===== config.mk =====
export PLATFORM = sky130hd
export DESIGN_NAME = lei_irq_enable
export DESIGN_NICKNAME = d
export VERILOG_FILES = /design/src/lei_pkg.sv /design/src/lei_edge_det.sv /design/src/lei_irq_enable.sv
export SDC_FILE = /design/constraint.sdc
export NUM_CORES = 1
export LEC_CHECK = 0
export ABC_AREA = 1
export BUFFER_PORTS_ARGS = -buffer_cell sky130_fd_sc_hd__buf_2
export CORE_MARGIN = 8
export CORE_UTILIZATION = 34
export DETAILED_ROUTE_END_ITERATION = 10
export HOLD_SLACK_MARGIN = 0.06
export SYNTH_ARGS = -nofsm -noshare
export SYNTH_HDL_FRONTEND = slang
export SYNTH_HIERARCHICAL = 1
export SYNTH_SLANG_ARGS = --single-unit

===== constraint.sdc =====
create_clock -name clock -period 3.1 [get_ports clock]
set_clock_uncertainty 0.05 [all_clocks]
set_input_delay 0.465 -clock clock [delete_from_list [all_inputs] [get_ports clock]]
set_output_delay 0.465 -clock clock [all_outputs]
set_load 0.05 [all_outputs]

===== src/lei_pkg.sv =====
package lei_pkg;
	// ==========================================
	// Register map (special-function-register bus)
	localparam logic [7:0] LEI_ENABLE_ADDR = 8'hC7;
	localparam logic [7:0] LEI_FLAG_ADDR = 8'hE8;
	localparam logic [7:0] LEI_OUT_ADDR = 8'hD1;
	localparam logic [7:0] LEI_ENABLE_RESET = 8'h00;
	localparam logic [7:0] LEI_FLAG_RESET = 8'h00;
	// ==========================================
	// Field layout: unit n uses bits 2n+1 (rise) and 2n (fall)
	localparam int LEI_UNITS = 4;
	localparam int LEI_RISE_OFS = 1;
	localparam int LEI_FALL_OFS = 0;
	localparam int LEI_SYNC_STAGES = 3;
	// ==========================================
	// Bus request carrier
	typedef struct packed {
		logic wr;
		logic rd;
		logic [7:0] addr;
		logic [7:0] wdata;
	} lei_req_t;
endpackage


===== src/lei_edge_det.sv =====
`timescale 1ns/10ps
// ==========================================
// Synchronise one unit output and report its edges
module lei_edge_det
	import lei_pkg::*;
(
	// Clock and reset
	input wire logic clock,
	input wire logic resetn,
	// Unit output and its events
	input wire logic unit_out,
	output logic level,
	output logic rise,
	output logic fall
);
	logic [2:0] sync_reg;
	logic level_reg;

	always_ff @(posedge clock) begin
		if (!resetn) begin
			sync_reg <= 3'h0;
			level_reg <= 1'b0;
		end else begin
			sync_reg <= {sync_reg[1:0], unit_out};
			// Change counts only once stages two and three agree
			if (sync_reg[1] == sync_reg[2]) begin
				level_reg <= sync_reg[2];
			end
		end
	end

	assign level = level_reg;
	assign rise = (sync_reg[1] == sync_reg[2]) && sync_reg[2] && !level_reg;
	assign fall = (sync_reg[1] == sync_reg[2]) && !sync_reg[2] && level_reg;

	chk_rise_after_sync: assert property (@(posedge clock) disable iff (!resetn)
		rise |-> sync_reg[2] && $past(sync_reg[1]))
	else $error("Rise reported before synchroniser settled");
endmodule // lei_edge_det


===== src/lei_irq_enable.sv =====
`timescale 1ns/10ps
module lei_irq_enable
	import lei_pkg::*;
(
	// Clock and reset
	input wire logic clock,
	input wire logic resetn,
	// Register bus
	input wire lei_req_t req,
	output logic [7:0] rdata,
	// Logic units
	input wire logic [3:0] unit_raw_out,
	input wire logic [3:0] unit_enable,
	// Processor interrupt
	output logic irq
);
	// ==========================================
	// Decode
	logic [7:0] enable_reg;
	logic [7:0] enable_next;
	logic [7:0] flag_reg;
	logic [7:0] flag_next;
	logic [7:0] rdata_reg;
	logic [7:0] rdata_next;
	logic irq_reg;
	logic irq_next;
	logic [3:0] gated_out;
	logic [3:0] level;
	logic [7:0] edge_set;
	wire sel_enable;
	wire sel_flag;
	wire sel_out;
	wire wr_enable;
	wire wr_flag;

	// Address match, shared by the write and the read paths
	function automatic logic addr_hit(input logic [7:0] a,
		input logic [7:0] b);
		return a == b;
	endfunction

	assign sel_enable = addr_hit(req.addr, LEI_ENABLE_ADDR);
	assign sel_flag = addr_hit(req.addr, LEI_FLAG_ADDR);
	assign sel_out = addr_hit(req.addr, LEI_OUT_ADDR);
	// Other addresses are ignored on write and read as zero
	assign wr_enable = req.wr && sel_enable;
	assign wr_flag = req.wr && sel_flag;

	// Gate before the synchroniser so a disabled unit makes no edges after the fall that disabling a high unit gives
	assign gated_out = unit_raw_out & unit_enable;

	// ==========================================
	// Per-unit edge detectors
	genvar gi;
	generate
		for (gi = 0; gi < LEI_UNITS; gi++) begin : g_unit
			logic r;
			logic f;
			lei_edge_det u_det (
				.clock(clock),
				.resetn(resetn),
				.unit_out(gated_out[gi]),
				.level(level[gi]),
				.rise(r),
				.fall(f)
			);
			assign edge_set[2 * gi + LEI_RISE_OFS] = r;
			assign edge_set[2 * gi + LEI_FALL_OFS] = f;

			// Three stages, the level update and the sampling edge make five edges; the gate is combinational
			chk_disabled_silent: assert property (@(posedge clock)
				disable iff (!resetn)
				(!unit_enable[gi])[*5] |-> !level[gi])
			else $error("Disabled unit still shows a high level");
		end
	endgenerate

	// ==========================================
	// Next values
	assign enable_next = wr_enable ? req.wdata : enable_reg;
	// Software writes zeros to clear; a new edge in the same cycle wins
	assign flag_next = (wr_flag ? (flag_reg & req.wdata) : flag_reg)
		| edge_set;
	// Bits 7 and 6 gate unit three, lower pairs the rest
	assign irq_next = |(flag_next & enable_next);
	assign rdata_next = sel_enable ? enable_reg :
		sel_flag ? flag_reg :
		sel_out ? {4'h0, level} : 8'h00;

	always_ff @(posedge clock) begin
		if (!resetn) begin
			enable_reg <= LEI_ENABLE_RESET;
			flag_reg <= LEI_FLAG_RESET;
			irq_reg <= 1'b0;
			rdata_reg <= 8'h00;
		end else begin
			enable_reg <= enable_next;
			flag_reg <= flag_next;
			irq_reg <= irq_next;
			rdata_reg <= req.rd ? rdata_next : rdata_reg;
		end
	end

	assign rdata = rdata_reg;
	assign irq = irq_reg;

	// ==========================================
	// Checks
	chk_irq_tracks_flags: assert property (@(posedge clock)
		disable iff (!resetn)
		##1 irq == |($past(flag_next) & $past(enable_next)))
	else $error("Interrupt request disagrees with enabled flags");

	chk_unit3_rise_gate: assert property (@(posedge clock)
		disable iff (!resetn)
		(flag_reg[7] && enable_reg[7]) |-> irq)
	else $error("Unit three rise flag enabled but no request");

	chk_unit3_fall_gate: assert property (@(posedge clock)
		disable iff (!resetn)
		(flag_reg[6] && enable_reg[6]) |-> irq)
	else $error("Unit three fall flag enabled but no request");

	chk_masked_quiet: assert property (@(posedge clock)
		disable iff (!resetn)
		##1 ($past(enable_next) == 8'h00) |-> !irq)
	else $error("Request with all enables clear");

	chk_flag_sticky: assert property (@(posedge clock)
		disable iff (!resetn)
		(flag_reg != 8'h00 && !wr_flag) |=> (flag_reg & $past(flag_reg))
			== $past(flag_reg))
	else $error("Edge flag dropped without a software clear");

	chk_edge_sets_flag: assert property (@(posedge clock)
		disable iff (!resetn)
		(edge_set != 8'h00) |=> (flag_reg & $past(edge_set))
			== $past(edge_set))
	else $error("Edge did not set its flag");

	chk_low_units_gate: assert property (@(posedge clock)
		disable iff (!resetn)
		((flag_reg[5:0] & enable_reg[5:0]) != 6'h00) |-> irq)
	else $error("Lower unit flag enabled but no request");

	// Request is a pure function of the stored registers
	chk_irq_exact: assert property (@(posedge clock)
		disable iff (!resetn)
		irq == |(flag_reg & enable_reg))
	else $error("Request differs from enabled flags");

	chk_irq_after_clear: assert property (@(posedge clock)
		disable iff (!resetn)
		(wr_flag && req.wdata == 8'h00 && edge_set == 8'h00)
			|=> !irq)
	else $error("Request stayed up after all flags cleared");

	chk_flag_only_by_edge: assert property (@(posedge clock)
		disable iff (!resetn)
		##1 ((flag_reg & ~$past(flag_reg) & ~$past(edge_set))
			== 8'h00))
	else $error("Flag set without an edge");

	chk_flag_write_clears: assert property (@(posedge clock)
		disable iff (!resetn)
		wr_flag |=> (flag_reg & ~$past(req.wdata) & ~$past(edge_set))
			== 8'h00)
	else $error("Written zero did not clear its flag");

	chk_flag_write_keeps: assert property (@(posedge clock)
		disable iff (!resetn)
		wr_flag |=> (flag_reg & $past(flag_reg & req.wdata))
			== $past(flag_reg & req.wdata))
	else $error("Written one dropped its flag");

	// ==========================================
	// Register bus checks, then the rise and fall pairing check
	chk_enable_lands: assert property (@(posedge clock)
		disable iff (!resetn)
		wr_enable |=> enable_reg == $past(req.wdata))
	else $error("Enable write did not land");

	chk_enable_held: assert property (@(posedge clock)
		disable iff (!resetn)
		!wr_enable |=> $stable(enable_reg))
	else $error("Enable register changed without a write");

	chk_rdata_holds: assert property (@(posedge clock)
		disable iff (!resetn)
		!req.rd |=> $stable(rdata))
	else $error("Read data moved without a read");

	chk_read_enable: assert property (@(posedge clock)
		disable iff (!resetn)
		(req.rd && sel_enable) |=> rdata == $past(enable_reg))
	else $error("Enable read returned a wrong value");

	chk_read_out_state: assert property (@(posedge clock)
		disable iff (!resetn)
		(req.rd && sel_out) |=> rdata == {4'h0, $past(level)})
	else $error("Output state read returned a wrong value");

	chk_unmapped_read: assert property (@(posedge clock)
		disable iff (!resetn)
		(req.rd && !sel_enable && !sel_flag && !sel_out)
			|=> rdata == 8'h00)
	else $error("Unmapped read returned nonzero");

	chk_no_double_edge: assert property (@(posedge clock)
		disable iff (!resetn)
		(edge_set & (edge_set >> 1) & 8'h55) == 8'h00)
	else $error("Rise and fall reported together");
endmodule // lei_irq_enable


==> metrics.md, run 1 <==
| Metric | Value |
|---|---|
| Pwr Density | roughly 420 nW/um^2 |
| Main area contributors after synthesis | dfxtp_1 40%, nand2_1 13%, inv_1 13% |
| Count of final setup violators | 0 |
| Max FFs per register | 12 |
| Gr ovfl total | 0 |
| RD Place Congestion | between 0.7 and 0.8 |
| Final Hold Fails | 0 |
| Detailed Route WL | between 3000 and 4000 um |
| DRC violations left | 0 |
| Routed WL per cell | slightly below 10 um |
| Post-synth top area share | about two fifths |
| Post-synth cell types | 26 |
| Crit Path Class | in -> reg |
| Internal Power | 0.734 mW |
| Max Slew Vio Count | 0 |
| Total track usage | 9.65% |
| Switching Share | ~25% |
| Core Area | between 5000 and 6000 um^2 |
| CP Launch Type | input pin |
| Post-CTS Setup Inserts | 0 |
| First-pass DRT Iterations | 4 |
| Part of the power in the clock network | 33.6% |
| Leakage | about 1.2 nW |
| Sequential share of power | a little under three fifths |
| Mean Syn Cell Area | roughly 7 um^2 |
| Maximum vdd drop | around 0.00020 V |
| Largest net degree at the start of global routing | 26 |
| Clock Latency Late Sink | about 0.28 ns |
| Synth Instances | 290 |
| WL met1 | approximately 1900 um |
| Fin nets | between 300 and 400 |
| Post-synth EDFFs | 0 |
| Sequential-to-total area share from yosys stat | roughly 40% |
| Worst-path clk slew | ~0.070 ns |
| Met3 WL | 229 um |
| Post-CTS Resized | 0 |
| Clock period minus worst slack | ~1.7 ns |
| Worst rel slew slack | 53.1% |
| Post-DRT Antenna Nets | 0 |
| Initial antenna violation count | 0 |
| Synthesized net count | about 330 |
| Vias | 1712 |
| Clock Tree Root | clkbuf_8 |
| Flops & latches, synth | 41 |
| CTS tree | yes |
| P&R area growth vs syn | 15.2% |
| Die Y | 93.7 um |
| Setup TNS | 0 ns |
| Number of I/O pins | 37 |
| Vias in the first global route | between 1500 and 2000 |
| Non-filler instance count after layout | 402 |
| Worst-margin pin slew | 0.698 ns |
| Max_cap viols | 0 |
| RSZ-0062 raised after global routing | false |
| Hold buffers post-CTS | 0 |
| Share of post-route cells with drive strength above 1 | between 10% and 20% |
| Antenna diodes | 0 |
| Worst Path Arrival | approximately 1.8 ns |
| Met2 WL | between 1500 and 2000 um |
| Post-Syn Area | around 2100 um^2 |
| CP max FO | 16 |
| CTS sink cnt | a little over 40 |
| First-pass GRT wire length | about 6900 um |
| Die ar. | slightly below 9000 um^2 |
| Combinational power share | a little over a tenth |
| Max clock buf depth | 2 |
| Worst min path class | reg -> reg |
| Standard-cell rows | 28 |
| Run status | finished, final reports clean |
| HPWL after detailed placement | about 3100 um |
| DRT iter0 DRCs | about 100 |
| TritonCTS Buffers | 5 |
| Ys Warns | 6 |
| Max Freq | around 600 MHz |
| CTS H-tree depth | 2 |
| Worst EP required | approximately 3.2 ns |
| CP endpoint kind | register |
| Largest area contributor in the netlist | dfxtp_1 |
| Vias/cell | 4.26 |
| Final period utilization | a little over half |
| Placed Cells | a little under 400 |
| Commonest register cell after synthesis | dfxtp_1 |
| Max layer used | met4 |
| IO Port Bufs | 36 |
| Reported net switching power | about 0.25 mW |
| Initial Util | between 30% and 40% |
| Die Width | 93.7 um |
| Post-synth ARST share | 0% |
-- critical path, cell delays in order --
cell     delay (ns)
buf_2          0.11
inv_1          0.06
nand2_1        0.06
nor2_2         0.44
nand4_1        0.14
nand2_1        0.11
nand2_1        0.05
nand2_1        0.05
nand2_1        0.06
nor2_1         0.16
a21oi_2        0.07
-- cell families after synthesis --
kind of cell / after synthesis / synth area share [%]
buffers and inverters: 80 / 15.4
adders and majority gates: 8 / 4.88
AOI/OAI and AO/OA: 29 / 9.39
and+or+nand+nor: 132 / 30.3
DFF: 41 / 40.0
-- per-layer routing --
metal  up-vias  global-route usage, %
met3         5                   3.20
met4         0                   3.17
met1       717                   11.7
met5         -                      0
li1        957                      -
met2        33                   15.6
-- final timing paths --
path | startpoint | slack, ns | endpoint | depth (start not counted)
min reg2reg | g_unit[1].u_det/sync_reg[0]$_SDFF_PN0_ | 0.36 | g_unit[1].u_det/sync_reg[1]$_SDFF_PN0_ | 2
max | req[8] | 1.45 | irq$_SDFF_PN0_ | 11
min | g_unit[1].u_det/sync_reg[0]$_SDFF_PN0_ | 0.36 | g_unit[1].u_det/sync_reg[1]$_SDFF_PN0_ | 2
max reg2reg | g_unit[0].u_det/sync_reg[1]$_SDFF_PN0_ | 1.82 | irq$_SDFF_PN0_ | 10
-- power groups by stage --
| stage | Clock, mW | Combinational [mW] | Sequential, mW |
|---|---|---|---|
| 6_report | 0.329 | 0.104 | 0.547 |
| 3_3_place_gp | 0 | 0.105 | 0.560 |
| 3_5_place_dp | 0 | 0.106 | 0.560 |
| 2_1_floorplan | 0 | 0.0540 | 0.576 |
| 5_1_grt | 0.366 | 0.117 | 0.550 |
| 4_1_cts | 0.345 | 0.106 | 0.547 |
-- cells in the final DEF (no fill, tap or decap) --
cell      count
nand2_1      71
inv_1        70
dfxtp_1      41
buf_2        36
nand3_1      20
nor2_1       18
nand4_1       9
a21oi_1       8
ha_1          8
nor2_2        5
o21ai_0       5
o21ai_2       5
clkbuf_8      5
nand2_2       4
o211ai_1      4
a41oi_1       4
clkbuf_1      3
nor2_8        2
clkinv_1      2
o21ai_1       2
nor2_4        1
inv_2         1
nor4_1        1
nand3_4       1
a21oi_2       1
-- Yosys cell counts, types with 3 or more instances --
| cell | instances |
|---|---|
| a21oi_1 | 8 |
| a41oi_1 | 4 |
| clkbuf_1 | 3 |
| dfxtp_1 | 41 |
| ha_1 | 8 |
| inv_1 | 70 |
| nand2_1 | 71 |
| nand2_2 | 4 |
| nand3_1 | 20 |
| nand4_1 | 9 |
| nor2_1 | 18 |
| nor2_2 | 5 |
| o211ai_1 | 4 |
| o21ai_0 | 5 |
| o21ai_2 | 5 |
-- per-stage QoR --
stage          utilization (%)  worst slack, ns  area [um^2]  power, mW  hold slack [ns]
2_1_floorplan                -             1.55         2050      0.630            0.340
3_3_place_gp              38.8             1.11         2280      0.664            0.342
3_5_place_dp              38.8             1.11         2280      0.665            0.347
4_1_cts                   40.2             1.43         2360      0.998            0.365
5_1_grt                   40.2             1.15         2360       1.03            0.406
6_report                  40.2             1.45         2360      0.981            0.364
-- layout make-up --
type                    instances  area, um^2
multi-input cells             169         915
fillers                       630        3520
repair buffers                 36         180
inverters                      73         274
well taps                      75        93.8
flip-flops and latches         41         821
clock buffers                   8        80.1
(Power assumes the default switching activity.)
==> run 2: changes to the inputs <==
clock period = 1.4 ns   (was 3.1 ns; I/O delays follow)
==> metrics.md, run 2 (same netlist as run 1, synthesis figures left out) <==
| Metric | Value |
|---|---|
| Switching Share | 26.2% (+1.0 points) |
| HPWL after detailed placement | 3360 um (+8.2%) |
| Max_cap viols | 0 (unchanged) |
| Non-filler instance count after layout | 419 (+4.2%) |
| Most frequent cells in the layout | 71 x nand2_1, 70 x inv_1, 40 x dfxtp_1, 36 x buf_2, 20 x nand3_1 |
| Fill cell count | 626 (-0.63%) |
| Placed Cells | 411 (+4.3%) |
| Final period utilization | between 80% and 90% |
| DRC violations left | 0 (unchanged) |
| Antenna diodes | 0 (unchanged) |
| Maximum vdd drop | 0.000521 V (+160%) |
| Total track usage | 10.8% (+1.2 points) |
| Standard-cell rows | 28 (unchanged) |
| Worst-path clk slew | 0.08 ns (about the same) |
| Max clock buf depth | 2 (unchanged) |
| Largest net degree at the start of global routing | 18 (-31%) |
| CP Launch Type | register |
| Clock Tree Root | clkbuf_8 |
| Post-DRT Antenna Nets | 0 (unchanged) |
| Finished Cell Area | 2490 um^2 (+5.6%) |
| Clock Latency Late Sink | 0.28 ns (about the same) |
| CTS tree | yes |
| Sequential share of power | 54.8% (-1.0 points) |
| Max FFs per register | 12 (unchanged) |
| Crit Path Class | reg -> reg |
| Worst EP required | 1.53 ns (-1.69 ns) |
| CTS sink cnt | 41 (unchanged) |
| Pwr Density | 887 nW/um^2 (+110%) |
| Die ar. | 8780 um^2 (unchanged) |
| Fin nets | 379 (+4.7%) |
| CTS H-tree depth | 2 (unchanged) |
| Die Y | 93.7 um (unchanged) |
| Routed WL per cell | 10.2 um (+3.8%) |
| Leakage | 1.31 nW (+7.2%) |
| Clock period minus worst slack | between 1 and 1.5 ns |
| Worst hold margin | 0.125 ns (-0.240 ns) |
| Initial antenna violation count | 0 (unchanged) |
| Hold buffers post-CTS | 0 (unchanged) |
| Share of post-route cells with drive strength above 1 | 23.5% (+4.9 points) |
| First-pass GRT wire length | 7780 um (+13%) |
| Vias | 1772 (+3.5%) |
| Core Area | 5890 um^2 (unchanged) |
| IO Port Bufs | 36 (unchanged) |
| RSZ-0062 raised after global routing | false |
| Die Width | 93.7 um (unchanged) |
| Max Freq | about 810 MHz |
| Part of the power in the clock network | 33.8% (+0.2 points) |
| Reported net switching power | 0.580 mW (+130%) |
| Worst min path class | in -> reg |
| Count of final setup violators | 0 (unchanged) |
| RD Place Congestion | 0.802 (+2.0%) |
| Initial Util | 34.9% (unchanged) |
| Number of I/O pins | 37 (unchanged) |
| P&R area growth vs syn | 21.6% |
| DRT iter0 DRCs | 77 (-25%) |
| Final Hold Fails | 0 (unchanged) |
| Worst Path Arrival | 1.37 ns (-0.40 ns) |
| Leading cell type in the layout, fill and taps excluded | nand2_1 |
| DP Area | 2410 um^2 (+5.6%) |
| Max Slew Vio Count | 0 (unchanged) |
| Detailed Route WL | 4280 um (+8.2%) |
| Vias in the first global route | 1801 (+12%) |
| Gr ovfl total | 0 (unchanged) |
| Combinational power share | 11.4% (+0.8 points) |
| Internal Power | 1.63 mW (+120%) |
| CP max FO | 3 (-13) |
| CP endpoint kind | register |
| First-pass DRT Iterations | 4 (unchanged) |
| Vias/cell | 4.23 (-0.69%) |
| Worst rel slew slack | 80.9% (+28 points) |
| Worst-margin pin slew | 0.286 ns (-0.411 ns) |
| TritonCTS Buffers | 5 (unchanged) |
| Run status | finished, final reports clean |
-- run 2: cell count changes in the layout (fill, tap and decap cells not counted), sizes merged --
cell	previous run	this run
clkbuf	8	6
clkinv	2	4
buf	36	53
-- run 2: critical path: stages (launching register included) --
cell     delay [ns]
dfxtp_1        0.35
inv_1          0.05
ha_1           0.17
nand2_1        0.06
inv_1          0.03
inv_1          0.05
nand2_1        0.05
nand2_1        0.06
nand2_1        0.06
nor2_1         0.13
a21oi_2        0.07
-- run 2: path summary, 6_finish.rpt --
path / startpoint / end / slack (ns) / depth (start not counted)
worst max-delay path: g_unit[0].u_det/sync_reg[2]$_SDFF_PN0_ / irq$_SDFF_PN0_ / 0.16 / 10
worst max register to register: g_unit[0].u_det/sync_reg[2]$_SDFF_PN0_ / irq$_SDFF_PN0_ / 0.16 / 10
worst min-delay path: unit_enable[1] / g_unit[1].u_det/sync_reg[0]$_SDFF_PN0_ / 0.12 / 5
worst min register to register: g_unit[0].u_det/sync_reg[0]$_SDFF_PN0_ / g_unit[0].u_det/sync_reg[1]$_SDFF_PN0_ / 0.36 / 2
-- run 2: per-stage QoR --
stage	util (%)	power, mW	setup slack, ns	setup TNS [ns]
4_1_cts	42.4	2.26	0.127	0
6_report	42.4	2.21	0.160	0
3_5_place_dp	41.0	1.50	-0.122	-0.122
3_3_place_gp	41.0	1.49	-0.0900	-0.0900
5_1_grt	42.4	2.34	0.00714	0
2_1_floorplan	-	1.39	0.100	0
-- run 2: repair_timing --
item	in CTS	in global routing
resized for setup	0	2
setup endpoints to repair	0	1
buffers inserted	0	0
-- run 2: layout make-up --
type,instances,area (um^2),share of cell area [%]
Timing Repair Buffer,53,308,12.3
Sequential cell,41,822,32.9
Clock buffer,6,72.6,2.91
Clock inverter,2,10.0,0.401
Inverter,73,274,11.0
Multi-Input combinational cell,169,915,36.7
Tap cell,75,93.8,3.76
-- run 2: power by group through the flow --
stage / registers, mW / clock network [mW] / logic [mW]
final: 1.21 / 0.748 / 0.252
after CTS: 1.21 / 0.786 / 0.256
after detailed placement: 1.24 / 0 / 0.255
after floorplan: 1.27 / 0 / 0.120
after global placement: 1.24 / 0 / 0.252
after global routing: 1.22 / 0.839 / 0.283
-- run 2: routing by layer --
metal  GRT usage, %  share of wire [%]  vias up
li1               -                  -      989
met1           13.1                 48      747
met3           3.04                5.7        4
met5              0                  0        -
met4           3.57                1.1        0
met2           18.0                 45       32
==> run 3: changes to the inputs <==
BUFFER_PORTS_ARGS = not set   (was -buffer_cell sky130_fd_sc_hd__buf_2)
DONT_BUFFER_PORTS = 1   (was not set)
clock period = 1.6 ns   (was 1.4 ns; I/O delays follow)
==> metrics.md, run 3 (same netlist as run 1, synthesis figures left out) <==
| Metric | Value |
|---|---|
| Largest net degree at the start of global routing | 23 (+5) |
| Initial antenna violation count | 0 (unchanged) |
| RSZ-0062 raised after global routing | false |
| Crit Path Class | reg -> reg |
| Leakage | 1.14 nW (-13%) |
| Max Freq | 778 MHz (-3.6%) |
| TritonCTS Buffers | 5 (unchanged) |
| Core Area | 5890 um^2 (unchanged) |
| Worst-path clk slew | 0.08 ns (about the same) |
| R2R setup slack | 0.31 ns (+0.15 ns) |
| Reported net switching power | 0.500 mW (-14%) |
| RD Place Congestion | 0.809 (+0.86%) |
| Worst setup margin | 0.315 ns (+0.154 ns) |
| Clock period minus worst slack | 1.29 ns (+0.0456 ns) |
| Initial Util | 34.9% (unchanged) |
| First-pass DRT Iterations | 4 (unchanged) |
| Die Width | 93.7 um (unchanged) |
| Clock Tree Root | clkbuf_8 |
| Post-DRT Antenna Nets | 0 (unchanged) |
| Switching Share | 26.3% (+0.13 points) |
| CP max FO | 3 (unchanged) |
| First-pass GRT wire length | 7450 um (-4.3%) |
| Fin nets | 338 (-11%) |
| DRT iter0 DRCs | 69 (-10%) |
| Setup TNS | 0 ns (unchanged) |
| Max_cap viols | 0 (unchanged) |
| Worst Path Arrival | 1.41 ns (+0.04 ns) |
| CP endpoint kind | register |
| Part of the power in the clock network | 35.1% (+1.3 points) |
| Detailed Route WL | 4190 um (-2.0%) |
| HPWL after detailed placement | 3170 um (-5.8%) |
| CTS H-tree depth | 2 (unchanged) |
| Most frequent cells in the layout | 71 x nand2_1, 70 x inv_1, 41 x dfxtp_1, 20 x nand3_1, 18 x nor2_1 |
| Vias in the first global route | 1706 (-5.3%) |
| Global-route met2 utilization | 17.6% (-0.47 points) |
| IO Port Bufs | 0 (-100%) |
| Share of post-route cells with drive strength above 1 | 11.9% (-12 points) |
| Count of final setup violators | 0 (unchanged) |
| Total track usage | 10.5% (-0.38 points) |
| Clock Latency Late Sink | 0.28 ns (about the same) |
| Standard-cell rows | 28 (unchanged) |
| Number of I/O pins | 37 (unchanged) |
| Placed Cells | 366 (-11%) |
| Die ar. | 8780 um^2 (unchanged) |
| Max Slew Vio Count | 0 (unchanged) |
| Leading cell type in the layout, fill and taps excluded | nand2_1 |
| Worst-margin pin slew | 0.824 ns (+0.538 ns) |
| CP Launch Type | register |
| Final period utilization | 80.3% (-8.2 points) |
| Vias/cell | 4.38 (+3.6%) |
| Pwr Density | 825 nW/um^2 (-7.0%) |
| Worst rel slew slack | 45.1% (-36 points) |
| Worst min path class | in -> reg |
| Worst EP required | 1.72 ns (+0.19 ns) |
| Met3 Use GR | 3.36% (+0.32 points) |
| Maximum vdd drop | 0.000381 V (-27%) |
| Gr ovfl total | 0 (unchanged) |
| Post-Place Setup Slack | 0.113 ns (+0.235 ns) |
| Combinational power share | 8.1% (-3.3 points) |
| M1 GR Usage | 12.1% (-1.0 points) |
| Internal Power | 1.40 mW (-14%) |
| Antenna diodes | 0 (unchanged) |
| CTS sink cnt | 41 (unchanged) |
| Max clock buf depth | 2 (unchanged) |
| Run status | finished, final reports clean |
| Die Y | 93.7 um (unchanged) |
| DRC violations left | 0 (unchanged) |
| Sequential share of power | 56.8% (+2.0 points) |
| Vias | 1656 (-6.5%) |
| P&R area growth vs syn | 12.3% |
| CTS tree | yes |
| Max FFs per register | 12 (unchanged) |
| Routed WL per cell | 11.1 um (+8.6%) |
| Non-filler instance count after layout | 378 (-9.8%) |
| GRT Max-Usage Layer | met2 |
| Final Hold Fails | 0 (unchanged) |
-- run 3: final timing paths --
kind                                                              from  cells past startpoint                                     end
worst max-delay path            g_unit[0].u_det/sync_reg[1]$_SDFF_PN0_                     10                          irq$_SDFF_PN0_
worst min-delay path                                    unit_enable[1]                      4  g_unit[1].u_det/sync_reg[0]$_SDFF_PN0_
worst max register to register  g_unit[0].u_det/sync_reg[1]$_SDFF_PN0_                     10                          irq$_SDFF_PN0_
worst min register to register  g_unit[2].u_det/sync_reg[0]$_SDFF_PN0_                      2  g_unit[2].u_det/sync_reg[1]$_SDFF_PN0_
-- run 3: per-stage QoR --
stage	instance area [um^2]	hold slack, ns	total power, mW	util (%)
2_1_floorplan	2050	0.283	1.22	-
3_3_place_gp	2180	0.288	1.24	37.0
3_5_place_dp	2180	0.292	1.24	37.0
4_1_cts	2300	0.0638	1.93	39.1
5_1_grt	2300	0.0675	1.99	39.2
6_report	2300	0.0733	1.90	39.2
-- run 3: area by class of cell --
class                   count  area [um^2]
fillers                   634         3580
well taps                  75         93.8
clock inverters             3         17.5
clock buffers               5         68.8
multi-input cells         169          915
repair buffers             12          115
flip-flops and latches     41          821
inverters                  73          274
-- run 3: critical path, stage by stage, from the launching register on --
cell	delay [ns]
dfxtp_1	0.36
inv_1	0.05
ha_1	0.18
nand2_1	0.06
inv_1	0.03
inv_1	0.05
nand2_1	0.05
nand2_1	0.05
nand2_1	0.05
nor2_1	0.16
a21oi_2	0.07
-- run 3: per-layer routing --
metal | share of wire [%] | up-vias
met3 | 7.2 | 2
met5 | 0 | -
li1 | - | 903
met4 | 0.74 | 0
met2 | 46 | 37
met1 | 46 | 714
-- run 3: timing repair --
| action | in CTS | in global routing |
|---|---|---|
| setup endpoints to repair | 0 | 4 |
| setup buffers | 0 | 0 |
| gates resized for setup | 0 | 1 |
| endpoints found under the hold margin | 24 | 0 |
| hold buffers | 4 | 0 |
-- run 3: power by group through the flow --
stage / logic, mW / registers, mW / clock network (mW)
floorplan: 0.105 / 1.12 / 0
global placement: 0.137 / 1.10 / 0
detailed placement: 0.140 / 1.10 / 0
CTS: 0.157 / 1.08 / 0.694
global route: 0.176 / 1.08 / 0.734
finish: 0.154 / 1.08 / 0.668
